===== src/shared/timing_ctrl_pkg.sv =====
// Constants and helpers shared by the loop filter, lock and clock synthesis logic
package timing_ctrl_pkg;

  localparam int unsigned CLK_HZ = 50_000_000;
  localparam int unsigned CLK_NS = 20;

  // Filter select codes, {hi, lo}
  localparam logic [1:0] FILT_1P5 = 2'h0;
  localparam logic [1:0] FILT_0P1 = 2'h1;
  localparam logic [1:0] FILT_12  = 2'h2;
  localparam logic [1:0] FILT_6   = 2'h3;

  // Loop gain as a right shift of the phase error
  localparam logic [3:0] SHIFT_1P5 = 4'h3;
  localparam logic [3:0] SHIFT_0P1 = 4'h6;
  localparam logic [3:0] SHIFT_12  = 4'h0;
  localparam logic [3:0] SHIFT_6   = 4'h1;

  // Phase slope budgets in ns per window
  localparam int unsigned SLOPE_WIN_NS  = 1_326_000;
  localparam int unsigned SLOPE_WIN_CYC = SLOPE_WIN_NS / CLK_NS;
  localparam int unsigned SEC_CYC       = CLK_HZ;
  localparam logic [20:0] BUDGET_1P5_NS = 21'h00029;
  localparam logic [20:0] BUDGET_0P1_NS = 21'h00375;
  localparam logic [20:0] BUDGET_12_NS  = 21'h124F80;
  localparam logic [20:0] BUDGET_6_NS   = 21'h00032;

  // Lock and realign timing
  localparam logic [15:0] LOCK_WIN_NS  = 16'h0014;
  localparam logic [4:0]  SETTLE_LAST  = 5'h0F;
  localparam longint unsigned LOW_0P1_S = 65;
  localparam longint unsigned LOW_1P5_S = 10;
  localparam longint unsigned RA_DROP_S = 5;
  localparam longint unsigned RA_LOW_S  = 10;
  localparam longint unsigned LOW_0P1_CYC = LOW_0P1_S * CLK_HZ;
  localparam longint unsigned LOW_1P5_CYC = LOW_1P5_S * CLK_HZ;
  localparam longint unsigned RA_DROP_CYC = RA_DROP_S * CLK_HZ;
  localparam longint unsigned RA_LOW_CYC  = RA_LOW_S * CLK_HZ;
  localparam int unsigned HOLD_NS  = 200;
  localparam int unsigned HOLD_CYC = (HOLD_NS + CLK_NS - 1) / CLK_NS;

  // Frame pulses, least widths rounded up
  localparam int unsigned FRAME_HZ  = 8000;
  localparam int unsigned FRAME_CYC = CLK_HZ / FRAME_HZ;
  localparam int unsigned FP244_NS  = 244;
  localparam int unsigned FP122_NS  = 122;
  localparam int unsigned FP61_NS   = 61;
  localparam logic [12:0] FP244_CYC = 13'((FP244_NS + CLK_NS - 1) / CLK_NS);
  localparam logic [12:0] FP122_CYC = 13'((FP122_NS + CLK_NS - 1) / CLK_NS);
  localparam logic [12:0] FP61_CYC  = 13'((FP61_NS + CLK_NS - 1) / CLK_NS);

  function automatic logic [31:0] tune_word(input longint unsigned khz);
    tune_word = 32'(((khz * 1000) << 32) / CLK_HZ);
  endfunction : tune_word

  localparam int unsigned NUM_CLK     = 12;
  localparam int unsigned IDX_8M592   = 5;
  localparam int unsigned IDX_11M184  = 6;
  localparam int unsigned IDX_34M368  = 9;
  localparam int unsigned IDX_44M736  = 10;
  localparam int unsigned IDX_155M    = 11;
  localparam logic [31:0] NCO_NOM     = tune_word(16384);
  localparam logic [NUM_CLK-1:0][31:0] TUNE = {
    tune_word(155520), tune_word(44736), tune_word(34368), tune_word(19440),
    tune_word(16384), tune_word(11184), tune_word(8592), tune_word(8192),
    tune_word(6132), tune_word(4096), tune_word(2048), tune_word(1544)};

endpackage : timing_ctrl_pkg


===== src/shared/timing_ifs.sv =====
// Interfaces between the control core, the slope limiter and the synthesizer
`timescale 1ns/1ns
interface nco_if;
  logic [31:0]        phase;
  logic signed [15:0] trim;
  logic               align;
  logic               valid;
  modport src  (output phase, trim, align, valid);
  modport sink (input phase, trim, align, valid);
endinterface : nco_if

interface slope_if;
  logic [1:0]         fsel;
  logic signed [15:0] req;
  logic               req_valid;
  logic signed [15:0] grant;
  logic               grant_valid;
  modport user (output fsel, req, req_valid, input grant, grant_valid);
  modport lim  (input fsel, req, req_valid, output grant, grant_valid);
endinterface : slope_if


===== src/logic/loop_filter_lock_realign_ctrl.sv =====
// Oscillator control: filter select, slope limiting, lock indication and realignment
`timescale 1ns/1ns
module loop_filter_lock_realign_ctrl
  import timing_ctrl_pkg::*;
#(
  parameter logic [31:0] SEC_WIN      = 32'(SEC_CYC),
  parameter logic [31:0] LOW_0P1_WAIT = 32'(LOW_0P1_CYC),
  parameter logic [31:0] LOW_1P5_WAIT = 32'(LOW_1P5_CYC),
  parameter logic [31:0] RA_DROP_WAIT = 32'(RA_DROP_CYC),
  parameter logic [31:0] RA_LOW_WAIT  = 32'(RA_LOW_CYC),
  parameter logic [12:0] FRAME_LEN    = 13'(FRAME_CYC)
) (
  // Clock, reset, enable
  input  wire logic               clock,
  input  wire logic               rst,
  input  wire logic               ce,
  // Filter selection
  input  wire logic               filter_corner_select_pin,
  input  wire logic               filter_corner_select_bit,
  input  wire logic               filter_sel_from_pin,
  input  wire logic               filter_corner_select_hi,
  // Mode and realignment
  input  wire logic               mode_sel_hi,
  input  wire logic               mode_sel_lo,
  input  wire logic               phase_realign_n,
  // Phase detector
  input  wire logic signed [15:0] phase_err_ns,
  input  wire logic               phase_err_valid,
  input  wire logic               ref_is_8k,
  // Clock configuration pins
  input  wire logic               high_rate_cfg_pin,
  input  wire logic               tributary_cfg_pin,
  // Status
  output logic                    lock,
  output logic                    holdover,
  output logic [1:0]              filter_sel,
  output logic [31:0]             nco_phase,
  // Synthesized outputs
  output logic [NUM_CLK-1:0]      synth_clk,
  output logic                    frame_pulse_244_n,
  output logic                    frame_pulse_122,
  output logic                    frame_pulse_61_n
);
  typedef enum logic [0:0] {L_ACQ, L_LOCK} lock_st_t;
  typedef enum logic [1:0] {RA_IDLE, RA_HOLD, RA_WAIT, RA_REL} ra_st_t;

  typedef struct packed {
    logic [3:0]         s1;
    logic [3:0]         s2;
    logic               ra_prev;
    lock_st_t           lst;
    ra_st_t             ra;
    logic               ra_drop;
    logic [31:0]        low_cnt;
    logic [31:0]        ra_cnt;
    logic [3:0]         hold_cnt;
    logic [4:0]         settle;
    logic               lock;
    logic               holdover;
    logic [1:0]         fsel;
    logic [31:0]        phase;
    logic signed [15:0] trim;
    logic               align;
  } ctrl_state_t;

  localparam logic [3:0] HOLD_LAST = 4'(HOLD_CYC - 1);

  ctrl_state_t st_r;
  ctrl_state_t st_nxt;
  logic        normal;
  logic [15:0] err_mag;
  logic        err_small;
  logic        ra_start;
  logic        drop_fire;
  logic [31:0] min_low;
  logic [3:0]  shift;

  nco_if   nco_bus ();
  slope_if slp_bus ();

  // Loop correction passes through the slope limiter before touching the trim
  slope_limiter #(
    .SEC_WIN (SEC_WIN)
  ) u_slope (
    .clock (clock),
    .rst   (rst),
    .ce    (ce),
    .s     (slp_bus.lim)
  );

  clock_synth #(
    .FRAME_LEN (FRAME_LEN)
  ) u_synth (
    .clock         (clock),
    .rst           (rst),
    .ce            (ce),
    .n             (nco_bus.sink),
    .high_rate_cfg (st_r.s2[2]),
    .tributary_cfg (st_r.s2[3]),
    .clk_out       (synth_clk),
    .fp244_n       (frame_pulse_244_n),
    .fp122         (frame_pulse_122),
    .fp61_n        (frame_pulse_61_n)
  );

  assign normal    = !mode_sel_hi && !mode_sel_lo;
  assign err_mag   = phase_err_ns[15] ? 16'(-phase_err_ns) : 16'(phase_err_ns);
  assign err_small = err_mag <= LOCK_WIN_NS;
  assign ra_start  = normal && st_r.ra == RA_IDLE && st_r.ra_prev && !st_r.s2[1];
  assign drop_fire = st_r.ra == RA_WAIT && st_r.ra_cnt >= RA_DROP_WAIT - 32'h1;

  always_comb begin
    unique case (st_r.fsel)
      FILT_1P5: shift = SHIFT_1P5;
      FILT_0P1: shift = SHIFT_0P1;
      FILT_12:  shift = SHIFT_12;
      FILT_6:   shift = SHIFT_6;
    endcase
    if (st_r.fsel == FILT_0P1) min_low = LOW_0P1_WAIT;
    else if (st_r.fsel == FILT_1P5) min_low = LOW_1P5_WAIT;
    else min_low = 32'h0;
  end

  // Holdover freezes frequency, so no correction is requested while it lasts
  assign slp_bus.fsel      = st_r.fsel;
  assign slp_bus.req       = phase_err_ns >>> shift;
  assign slp_bus.req_valid = phase_err_valid && normal && !st_r.holdover;

  assign nco_bus.phase = st_r.phase;
  assign nco_bus.trim  = st_r.trim;
  assign nco_bus.align = st_r.align;
  assign nco_bus.valid = 1'b1;

  always_comb begin
    st_nxt = st_r;
    // Pins enter through two flops; only s2 and later stages feed logic
    st_nxt.s1 = {tributary_cfg_pin, high_rate_cfg_pin, phase_realign_n,
                 filter_corner_select_pin};
    st_nxt.s2      = st_r.s1;
    st_nxt.ra_prev = st_r.s2[1];
    st_nxt.align   = 1'b0;
    st_nxt.fsel = {filter_corner_select_hi,
                   filter_sel_from_pin ? st_r.s2[0] : filter_corner_select_bit};

    // Free-running phase word stream
    st_nxt.phase = st_r.phase + NCO_NOM + 32'(st_r.trim);
    // Trim wraps on overflow; the limiter keeps steps small enough in practice
    if (slp_bus.grant_valid && !st_r.holdover) begin
      st_nxt.trim = st_r.trim + slp_bus.grant;
    end

    if (st_r.low_cnt != 32'h0) begin
      st_nxt.low_cnt = st_r.low_cnt - 32'h1;
    end
    if (st_r.ra == RA_HOLD || st_r.ra == RA_WAIT) begin
      st_nxt.ra_cnt = st_r.ra_cnt + 32'h1;
    end

    unique case (st_r.ra)
      RA_IDLE: begin
        if (ra_start) begin
          st_nxt.ra       = RA_HOLD;
          st_nxt.ra_cnt   = 32'h0;
          st_nxt.hold_cnt = HOLD_LAST;
          st_nxt.holdover = 1'b1;
          st_nxt.align    = 1'b1;
          st_nxt.ra_drop  = !ref_is_8k && !st_r.fsel[1] && st_r.lock;
        end
      end
      RA_HOLD: begin
        if (st_r.hold_cnt == 4'h0) begin
          st_nxt.holdover = 1'b0;
          st_nxt.ra       = st_r.ra_drop ? RA_WAIT : RA_REL;
        end else begin
          st_nxt.hold_cnt = st_r.hold_cnt - 4'h1;
        end
      end
      RA_WAIT: begin
        if (drop_fire) begin
          st_nxt.ra = RA_REL;
        end
      end
      RA_REL: begin
        // A new realignment needs the pin released and pulled low again
        if (st_r.s2[1]) begin
          st_nxt.ra = RA_IDLE;
        end
      end
    endcase

    unique case (st_r.lst)
      L_ACQ: begin
        if (!normal || (phase_err_valid && !err_small)) begin
          st_nxt.settle = 5'h0;
        end else if (phase_err_valid && st_r.settle != SETTLE_LAST) begin
          st_nxt.settle = st_r.settle + 5'h1;
        end
        if (drop_fire) begin
          st_nxt.low_cnt = RA_LOW_WAIT;
        end else if (normal && phase_err_valid && err_small &&
                     st_r.settle == SETTLE_LAST && st_r.low_cnt == 32'h0) begin
          st_nxt.lst  = L_LOCK;
          st_nxt.lock = 1'b1;
        end
      end
      L_LOCK: begin
        // Error excursions are ignored while a realignment is in progress
        if (!normal || drop_fire ||
            (phase_err_valid && !err_small && st_r.ra == RA_IDLE)) begin
          st_nxt.lst     = L_ACQ;
          st_nxt.lock    = 1'b0;
          st_nxt.settle  = 5'h0;
          st_nxt.low_cnt = drop_fire ? RA_LOW_WAIT : min_low;
        end
      end
    endcase
  end

  always_ff @(posedge clock) begin
    if (rst) st_r <= '{s1: 4'hF, s2: 4'hF, ra_prev: 1'b1, lst: L_ACQ, ra: RA_IDLE,
                        default: '0};
    else if (ce) st_r <= st_nxt;
  end

  assign lock       = st_r.lock;
  assign holdover   = st_r.holdover;
  assign filter_sel = st_r.fsel;
  assign nco_phase  = st_r.phase;
endmodule : loop_filter_lock_realign_ctrl


===== src/logic/slope_limiter.sv =====
// Phase slope limiter for the loop filter trim
`timescale 1ns/1ns
module slope_limiter
  import timing_ctrl_pkg::*;
#(
  parameter logic [31:0] SEC_WIN = 32'(SEC_CYC)
) (
  // Clock and control
  input wire logic clock,
  input wire logic rst,
  input wire logic ce,
  // Request and grant
  slope_if.lim     s
);
  typedef struct packed {
    logic [31:0]        win;
    logic [20:0]        used;
    logic signed [15:0] grant;
    logic               gv;
  } lim_state_t;

  lim_state_t  st_r;
  lim_state_t  st_nxt;
  logic [31:0] win_len;
  logic [20:0] half;
  logic [20:0] base;
  logic [20:0] room;
  logic [15:0] mag;
  logic [15:0] gmag;

  assign s.grant       = st_r.grant;
  assign s.grant_valid = st_r.gv;
  assign gmag = st_r.grant[15] ? 16'(-st_r.grant) : 16'(st_r.grant);

  always_comb begin
    unique case (s.fsel)
      FILT_1P5: begin win_len = 32'(SLOPE_WIN_CYC); half = BUDGET_1P5_NS >> 1; end
      FILT_0P1: begin win_len = SEC_WIN; half = BUDGET_0P1_NS >> 1; end
      FILT_12:  begin win_len = SEC_WIN; half = BUDGET_12_NS >> 1; end
      FILT_6:   begin win_len = 32'(SLOPE_WIN_CYC); half = BUDGET_6_NS >> 1; end
    endcase
    st_nxt    = st_r;
    st_nxt.gv = 1'b0;
    // Half budget per fixed window: any sliding window spans two at most
    if (st_r.win >= win_len - 32'h1) begin
      st_nxt.win = 32'h0;
      base       = 21'h0;
    end else begin
      st_nxt.win = st_r.win + 32'h1;
      base       = st_r.used;
    end
    room = (base >= half) ? 21'h0 : half - base;
    mag  = s.req[15] ? 16'(-s.req) : 16'(s.req);
    st_nxt.used = base;
    if (s.req_valid) begin
      st_nxt.gv = 1'b1;
      if (21'(mag) <= room) begin
        st_nxt.grant = s.req;
        st_nxt.used  = base + 21'(mag);
      end else begin
        st_nxt.grant = s.req[15] ? -16'(room) : 16'(room);
        st_nxt.used  = base + room;
      end
    end
  end

  always_ff @(posedge clock) begin
    if (rst) st_r <= '0;
    else if (ce) st_r <= st_nxt;
  end
endmodule : slope_limiter


===== src/logic/clock_synth.sv =====
// Output clock and frame pulse synthesizer fed by the oscillator trim and align
`timescale 1ns/1ns
module clock_synth
  import timing_ctrl_pkg::*;
#(
  parameter logic [12:0] FRAME_LEN = 13'(FRAME_CYC)
) (
  // Clock and control
  input  wire logic               clock,
  input  wire logic               rst,
  input  wire logic               ce,
  // Phase stream and configuration
  nco_if.sink                     n,
  input  wire logic               high_rate_cfg,
  input  wire logic               tributary_cfg,
  // Outputs
  output logic [NUM_CLK-1:0]      clk_out,
  output logic                    fp244_n,
  output logic                    fp122,
  output logic                    fp61_n
);
  typedef struct packed {
    logic [NUM_CLK-1:0][31:0] acc;
    logic [12:0]              fcnt;
    logic [NUM_CLK-1:0]       clk;
    logic                     fp244_n;
    logic                     fp122;
    logic                     fp61_n;
  } syn_state_t;

  syn_state_t               st_r;
  syn_state_t               st_nxt;
  logic [NUM_CLK-1:0][31:0] acc_step;
  logic [NUM_CLK-1:0]       en;

  // Each channel is a phase accumulator tracking the oscillator trim
  for (genvar k = 0; k < NUM_CLK; k++) begin : g_ch
    assign acc_step[k] = st_r.acc[k] + TUNE[k] + 32'(n.trim);
  end

  // Accumulator MSB gives 50% nominal; the two tributary rates tolerate wider skew
  always_comb begin
    en             = '1;
    en[IDX_155M]   = high_rate_cfg;
    en[IDX_34M368] = tributary_cfg;
    en[IDX_44M736] = !tributary_cfg;
    st_nxt = st_r;
    if (n.align) begin
      st_nxt.acc  = '0;
      st_nxt.fcnt = 13'h0;
    end else if (n.valid) begin
      st_nxt.acc  = acc_step;
      st_nxt.fcnt = (st_r.fcnt == FRAME_LEN - 13'h1) ? 13'h0 : st_r.fcnt + 13'h1;
    end
    for (int i = 0; i < NUM_CLK; i++) begin
      st_nxt.clk[i] = en[i] & st_nxt.acc[i][31];
    end
    st_nxt.fp244_n = !(st_nxt.fcnt < FP244_CYC);
    st_nxt.fp122   = st_nxt.fcnt < FP122_CYC;
    st_nxt.fp61_n  = !(st_nxt.fcnt < FP61_CYC);
  end

  always_ff @(posedge clock) begin
    // Counter parks on the last count so the first frame after reset is full width
    if (rst) st_r <= '{fcnt: FRAME_LEN - 13'h1, fp244_n: 1'b1, fp61_n: 1'b1, default: '0};
    else if (ce) st_r <= st_nxt;
  end

  assign clk_out = st_r.clk;
  assign fp244_n = st_r.fp244_n;
  assign fp122   = st_r.fp122;
  assign fp61_n  = st_r.fp61_n;
endmodule : clock_synth


===== config.mk =====
export PLATFORM = sky130hd
export DESIGN_NAME = loop_filter_lock_realign_ctrl
export DESIGN_NICKNAME = d
export VERILOG_FILES = /design/src/shared/timing_ctrl_pkg.sv /design/src/shared/timing_ifs.sv /design/src/logic/loop_filter_lock_realign_ctrl.sv /design/src/logic/slope_limiter.sv /design/src/logic/clock_synth.sv
export SDC_FILE = /design/constraint.sdc
export NUM_CORES = 2
export LEC_CHECK = 0
export BUFFER_PORTS_ARGS = -buffer_cell sky130_fd_sc_hd__clkbuf_2
export CAP_MARGIN = 20
export CORE_UTILIZATION = 41
export DETAILED_ROUTE_END_ITERATION = 7
export MAX_ROUTING_LAYER = met4
export PLACE_DENSITY = 0.59
export SLEW_MARGIN = 20
export SYNTH_ARGS = -nofsm -noshare
export SYNTH_HDL_FRONTEND = slang
export SYNTH_SLANG_ARGS = --single-unit

===== constraint.sdc =====
create_clock -name clock -period 11.45 [get_ports clock]
set_input_delay 1.7175 -clock clock [delete_from_list [all_inputs] [get_ports clock]]
set_output_delay 1.7175 -clock clock [all_outputs]
set_load 0.05 [all_outputs]

==> flow_metrics.env <==
export IMPL_power_leakage_nw=28.1
export IMPL_cp_top_family="compound AO/OA/AOI/OAI gates"
export IMPL_rows=131
export IMPL_dp_cells=8305
export IMPL_timing_hold_ws_ps=448
export IMPL_endpoint_kind="register"
export IMPL_die_w_um=361
export IMPL_synthCells=6762
export IMPL_slew_headroom_pct=19.7
export IMPL_gp_congestion=0.881
export IMPL_hp_class="reg2reg"
export IMPL_grt_pass1_wl_mm=219
export IMPL_pre_cts_ws_ps=860
export IMPL_rsz0062_at_grt="no"
export IMPL_cts_htree_levels=3
export IMPL_finalWirelength_mm=133
export IMPL_grt_util_met1_pct=26.5
export IMPL_cts_buffer_depth=3
export IMPL_yosysUniqueCellTypes=102
export IMPL_min_period_over_period_pct=91.9
export IMPL_p_per_area_nw_per_um2=140
export IMPL_path_clk_slew_ps=60
export IMPL_grt_usage_pct=20.7
export IMPL_path_common_cell="o21ai_0"
export IMPL_drc_errors=0
export IMPL_yosysTopAreaCellShare_pct=23.1
export IMPL_ys_top_cells_by_area="dfxtp_1 (23%), ha_1 (21%), inv_1 (5.5%)"
export IMPL_irDropWorstVdd_mv=0.114
export IMPL_grt_met2_usage_pct=34.5
export IMPL_drv_slew=0
export IMPL_vias_per_cell=5.45
export IMPL_fin_nets=7660
export IMPL_synthArstFlopShare_pct=0
export IMPL_crit_buf_inv=3
export IMPL_required_ps=11980
export IMPL_synth_edf_count=0
export IMPL_grt_busiest_layer="met2"
export IMPL_ys_flop_type="dfxtp_1"
export IMPL_instances_no_fill=8447
export IMPL_grt_max_degree=168
export IMPL_tritoncts="built"
export IMPL_dieHeight_um=361
export IMPL_dp_hpwl_mm=93.6
export IMPL_ant_nets=0
export IMPL_fmax_ghz=0.0950
export IMPL_die_area_um2=131000
export IMPL_first_iter_violations=2400
export IMPL_core_um2=128000
export IMPL_yosys_area_top_type="dfxtp_1"
export IMPL_clk_latency_ps=670
export IMPL_grt_pass1_vias=43200
export IMPL_root_buffer="clkbuf_16"
export IMPL_wl_per_cell_um=15.8
export IMPL_worst_r2r_endpoint="u_slope.st_r[36]"
export IMPL_fin_ws_ps=923
export IMPL_timing_setup_tns_ps=0
export IMPL_hold_depth=2
export IMPL_crit_path_max_fanout=20
export IMPL_critical_path_max_stage_delay_ps=520
export IMPL_path_class="reg2reg"
export IMPL_ys_seq_elements=612
export IMPL_cp_slowest_cell="a2111oi_0"
export IMPL_fill_cells=12900
export IMPL_cts_sinks=612
export IMPL_worstPathArrival_ps=11060
export IMPL_multiInputGateArea_um2=36700
export IMPL_period_minus_slack_ps=10530
export IMPL_timing_reg2reg_worst_path_depth=44
export IMPL_yosysSeqAreaShare_pct=23.1
export IMPL_syn_avg_cell_area_um2=7.83
export IMPL_io_buffer_count=80
export IMPL_drt_pre_antenna_iters=6
export IMPL_min_from="u_synth.st_r[209]"
export IMPL_min_to="u_synth.st_r[209]"
export IMPL_cp_start_kind="register"
export IMPL_numCtsBuffers=79
export IMPL_worst_pin_slew_ps=1200
export IMPL_register_area_um2=12300
export IMPL_skew_ps=39.2
export IMPL_yosys_warnings=0
export IMPL_syn_area_um2=53000
export IMPL_ios=81
export IMPL_rr_startpoint="filter_sel[1]"
export IMPL_via_count=46000
export IMPL_drive_gt1_share_pct=5.16
export IMPL_status="complete, no violations"
export IMPL_drv_cap=0
export IMPL_rrSetupSlack_ps=920
export IMPL_grtUsageMet3_pct=2.48
export IMPL_finalSetupViolCount=0
export IMPL_timing_final_hold_violations=0
export IMPL_utilization_pct=44.9
export IMPL_area_growth_pct=8.42
export IMPL_start_util_pct=41.4
export IMPL_antenna_found_initial=2
export IMPL_overflow=0
how the worst max path moves through the flow:
| stage | from | to | slack [ps] | cells past startpoint |
|---|---|---|---|---|
| 6_report | filter_sel[1] | u_slope.st_r[36] | 920 | 44 |
| 5_1_grt | filter_sel[1] | u_slope.st_r[36] | 2 | 44 |
| 4_1_cts | filter_sel[1] | u_slope.st_r[36] | 780 | 44 |
| 3_5_place_dp | filter_sel[1] | u_slope.st_r[36] | 860 | 43 |
| 3_3_place_gp | filter_sel[1] | u_slope.st_r[36] | 870 | 44 |
| 2_1_floorplan | filter_sel[0] | u_slope.st_r[37] | 1330 | 50 |
layout by cell type (no fill, tap or decap), drive strengths merged, types with 39 or more instances in the layout:
cell type / count
nor2b: 75
o31ai: 51
o21ai: 399
nor3: 137
ha: 890
o21a: 82
nor2: 731
nand2: 473
or3: 55
inv: 787
buf: 60
xnor2: 223
and3: 68
a211oi: 65
dfxtp: 612
mux2i: 52
a22oi: 203
nand4: 41
o21bai: 42
nand3: 127
o211ai: 39
xor2: 204
a21oi: 396
clkbuf: 201
a21o: 165
and2: 47
nand2b: 69
a31oi: 53
area by class of cell:
class                      instances  share of cell area (%)
clock buffer                     123                    4.26
inverter                         783                    5.15
multi-input combinational       5110                    63.9
tap                             1662                    3.62
antenna                            1                 0.00436
clock inverter                    18                   0.211
sequential                       612                    21.3
timing repair buffer             138                    1.56
where the power goes:
group / switching (mW) / internal [mW]
Clock: 1.02 / 1.46
Combinational: 1.78 / 1.26
Sequential: 0.165 / 2.36
Total: 2.96 / 5.09
per-layer routing:
layer | routed length [um] | share of wire (%)
met5 | 0 | 0
met1 | 64400 | 48
met4 | 2780 | 2.1
met2 | 61700 | 46
met3 | 4340 | 3.3
cells by family (layout without fill, tap and decap cells):
kind of cell | count (synthesis) | in the layout | share of synthesized area, %
compound gates | 1762 | 1762 | 21.9
other cells | 1 | 5 | 0.00708
flops | 612 | 612 | 23.1
fa+ha+maj | 906 | 906 | 21.6
mux | 72 | 72 | 1.54
simple gates | 1939 | 1939 | 17.0
buf+inv | 1043 | 1062 | 7.79
xor+xnor | 427 | 427 | 7.06
synthesized netlist by cell type, drive strengths merged (23+ instances only):
library cell,instances
and3,68
clkbuf,179
nand2b,69
nor4,31
or3,55
a22oi,203
a31oi,53
nand4,41
inv,783
nor2b,75
o21bai,42
a21o,165
nand2,473
xor2,204
mux2i,52
o41ai,23
nand3,127
nor3,137
and2,47
ha,890
a211oi,65
o211ai,39
o21ai,399
o31ai,51
o21a,82
xnor2,223
dfxtp,612
nor2,731
a21oi,396
buf,81
flip-flops by register name (all words and copies together), names as in the netlist:
| name | flops |
|---|---|
| u_synth.st_r | 388 |
| st_r | 81 |
| u_slope.st_r | 53 |
| nco_phase | 32 |
| nco_bus.trim | 16 |
| u_slope.s.grant | 16 |
| u_synth.clk_out | 12 |
| st_nxt | 5 |
| filter_sel | 2 |
| holdover | 1 |
| lock | 1 |
| nco_bus.align | 1 |
| u_slope.s.grant_valid | 1 |
| u_synth.fp122 | 1 |
| u_synth.fp244_n | 1 |
| u_synth.fp61_n | 1 |
worst reg2reg max path: cells and delay by family (launching register included):
| family | cells | cell delay, ps |
|---|---|---|
| buf+inv | 3 | 520 |
| fa+ha+maj | 5 | 1570 |
| flops | 1 | 510 |
| compound gates | 25 | 5880 |
| xor+xnor | 1 | 170 |
| simple gates | 10 | 1730 |
repair_timing:
| action | CTS | global route |
|---|---|---|
| buffers inserted | 0 | 0 |
| resized for setup | 0 | 4 |
| hold buffers | 0 | 0 |
| endpoints found under the setup margin | 0 | 4 |
metrics by stage:
step           instance area, um2  total power, mW
2_1_floorplan               53000             5.00
6_report                    57400             8.06
3_5_place_dp                54800             5.61
5_1_grt                     57400             8.68
4_1_cts                     57400             8.15
3_3_place_gp                54800             5.56
Power figures use the tool's default switching activity.
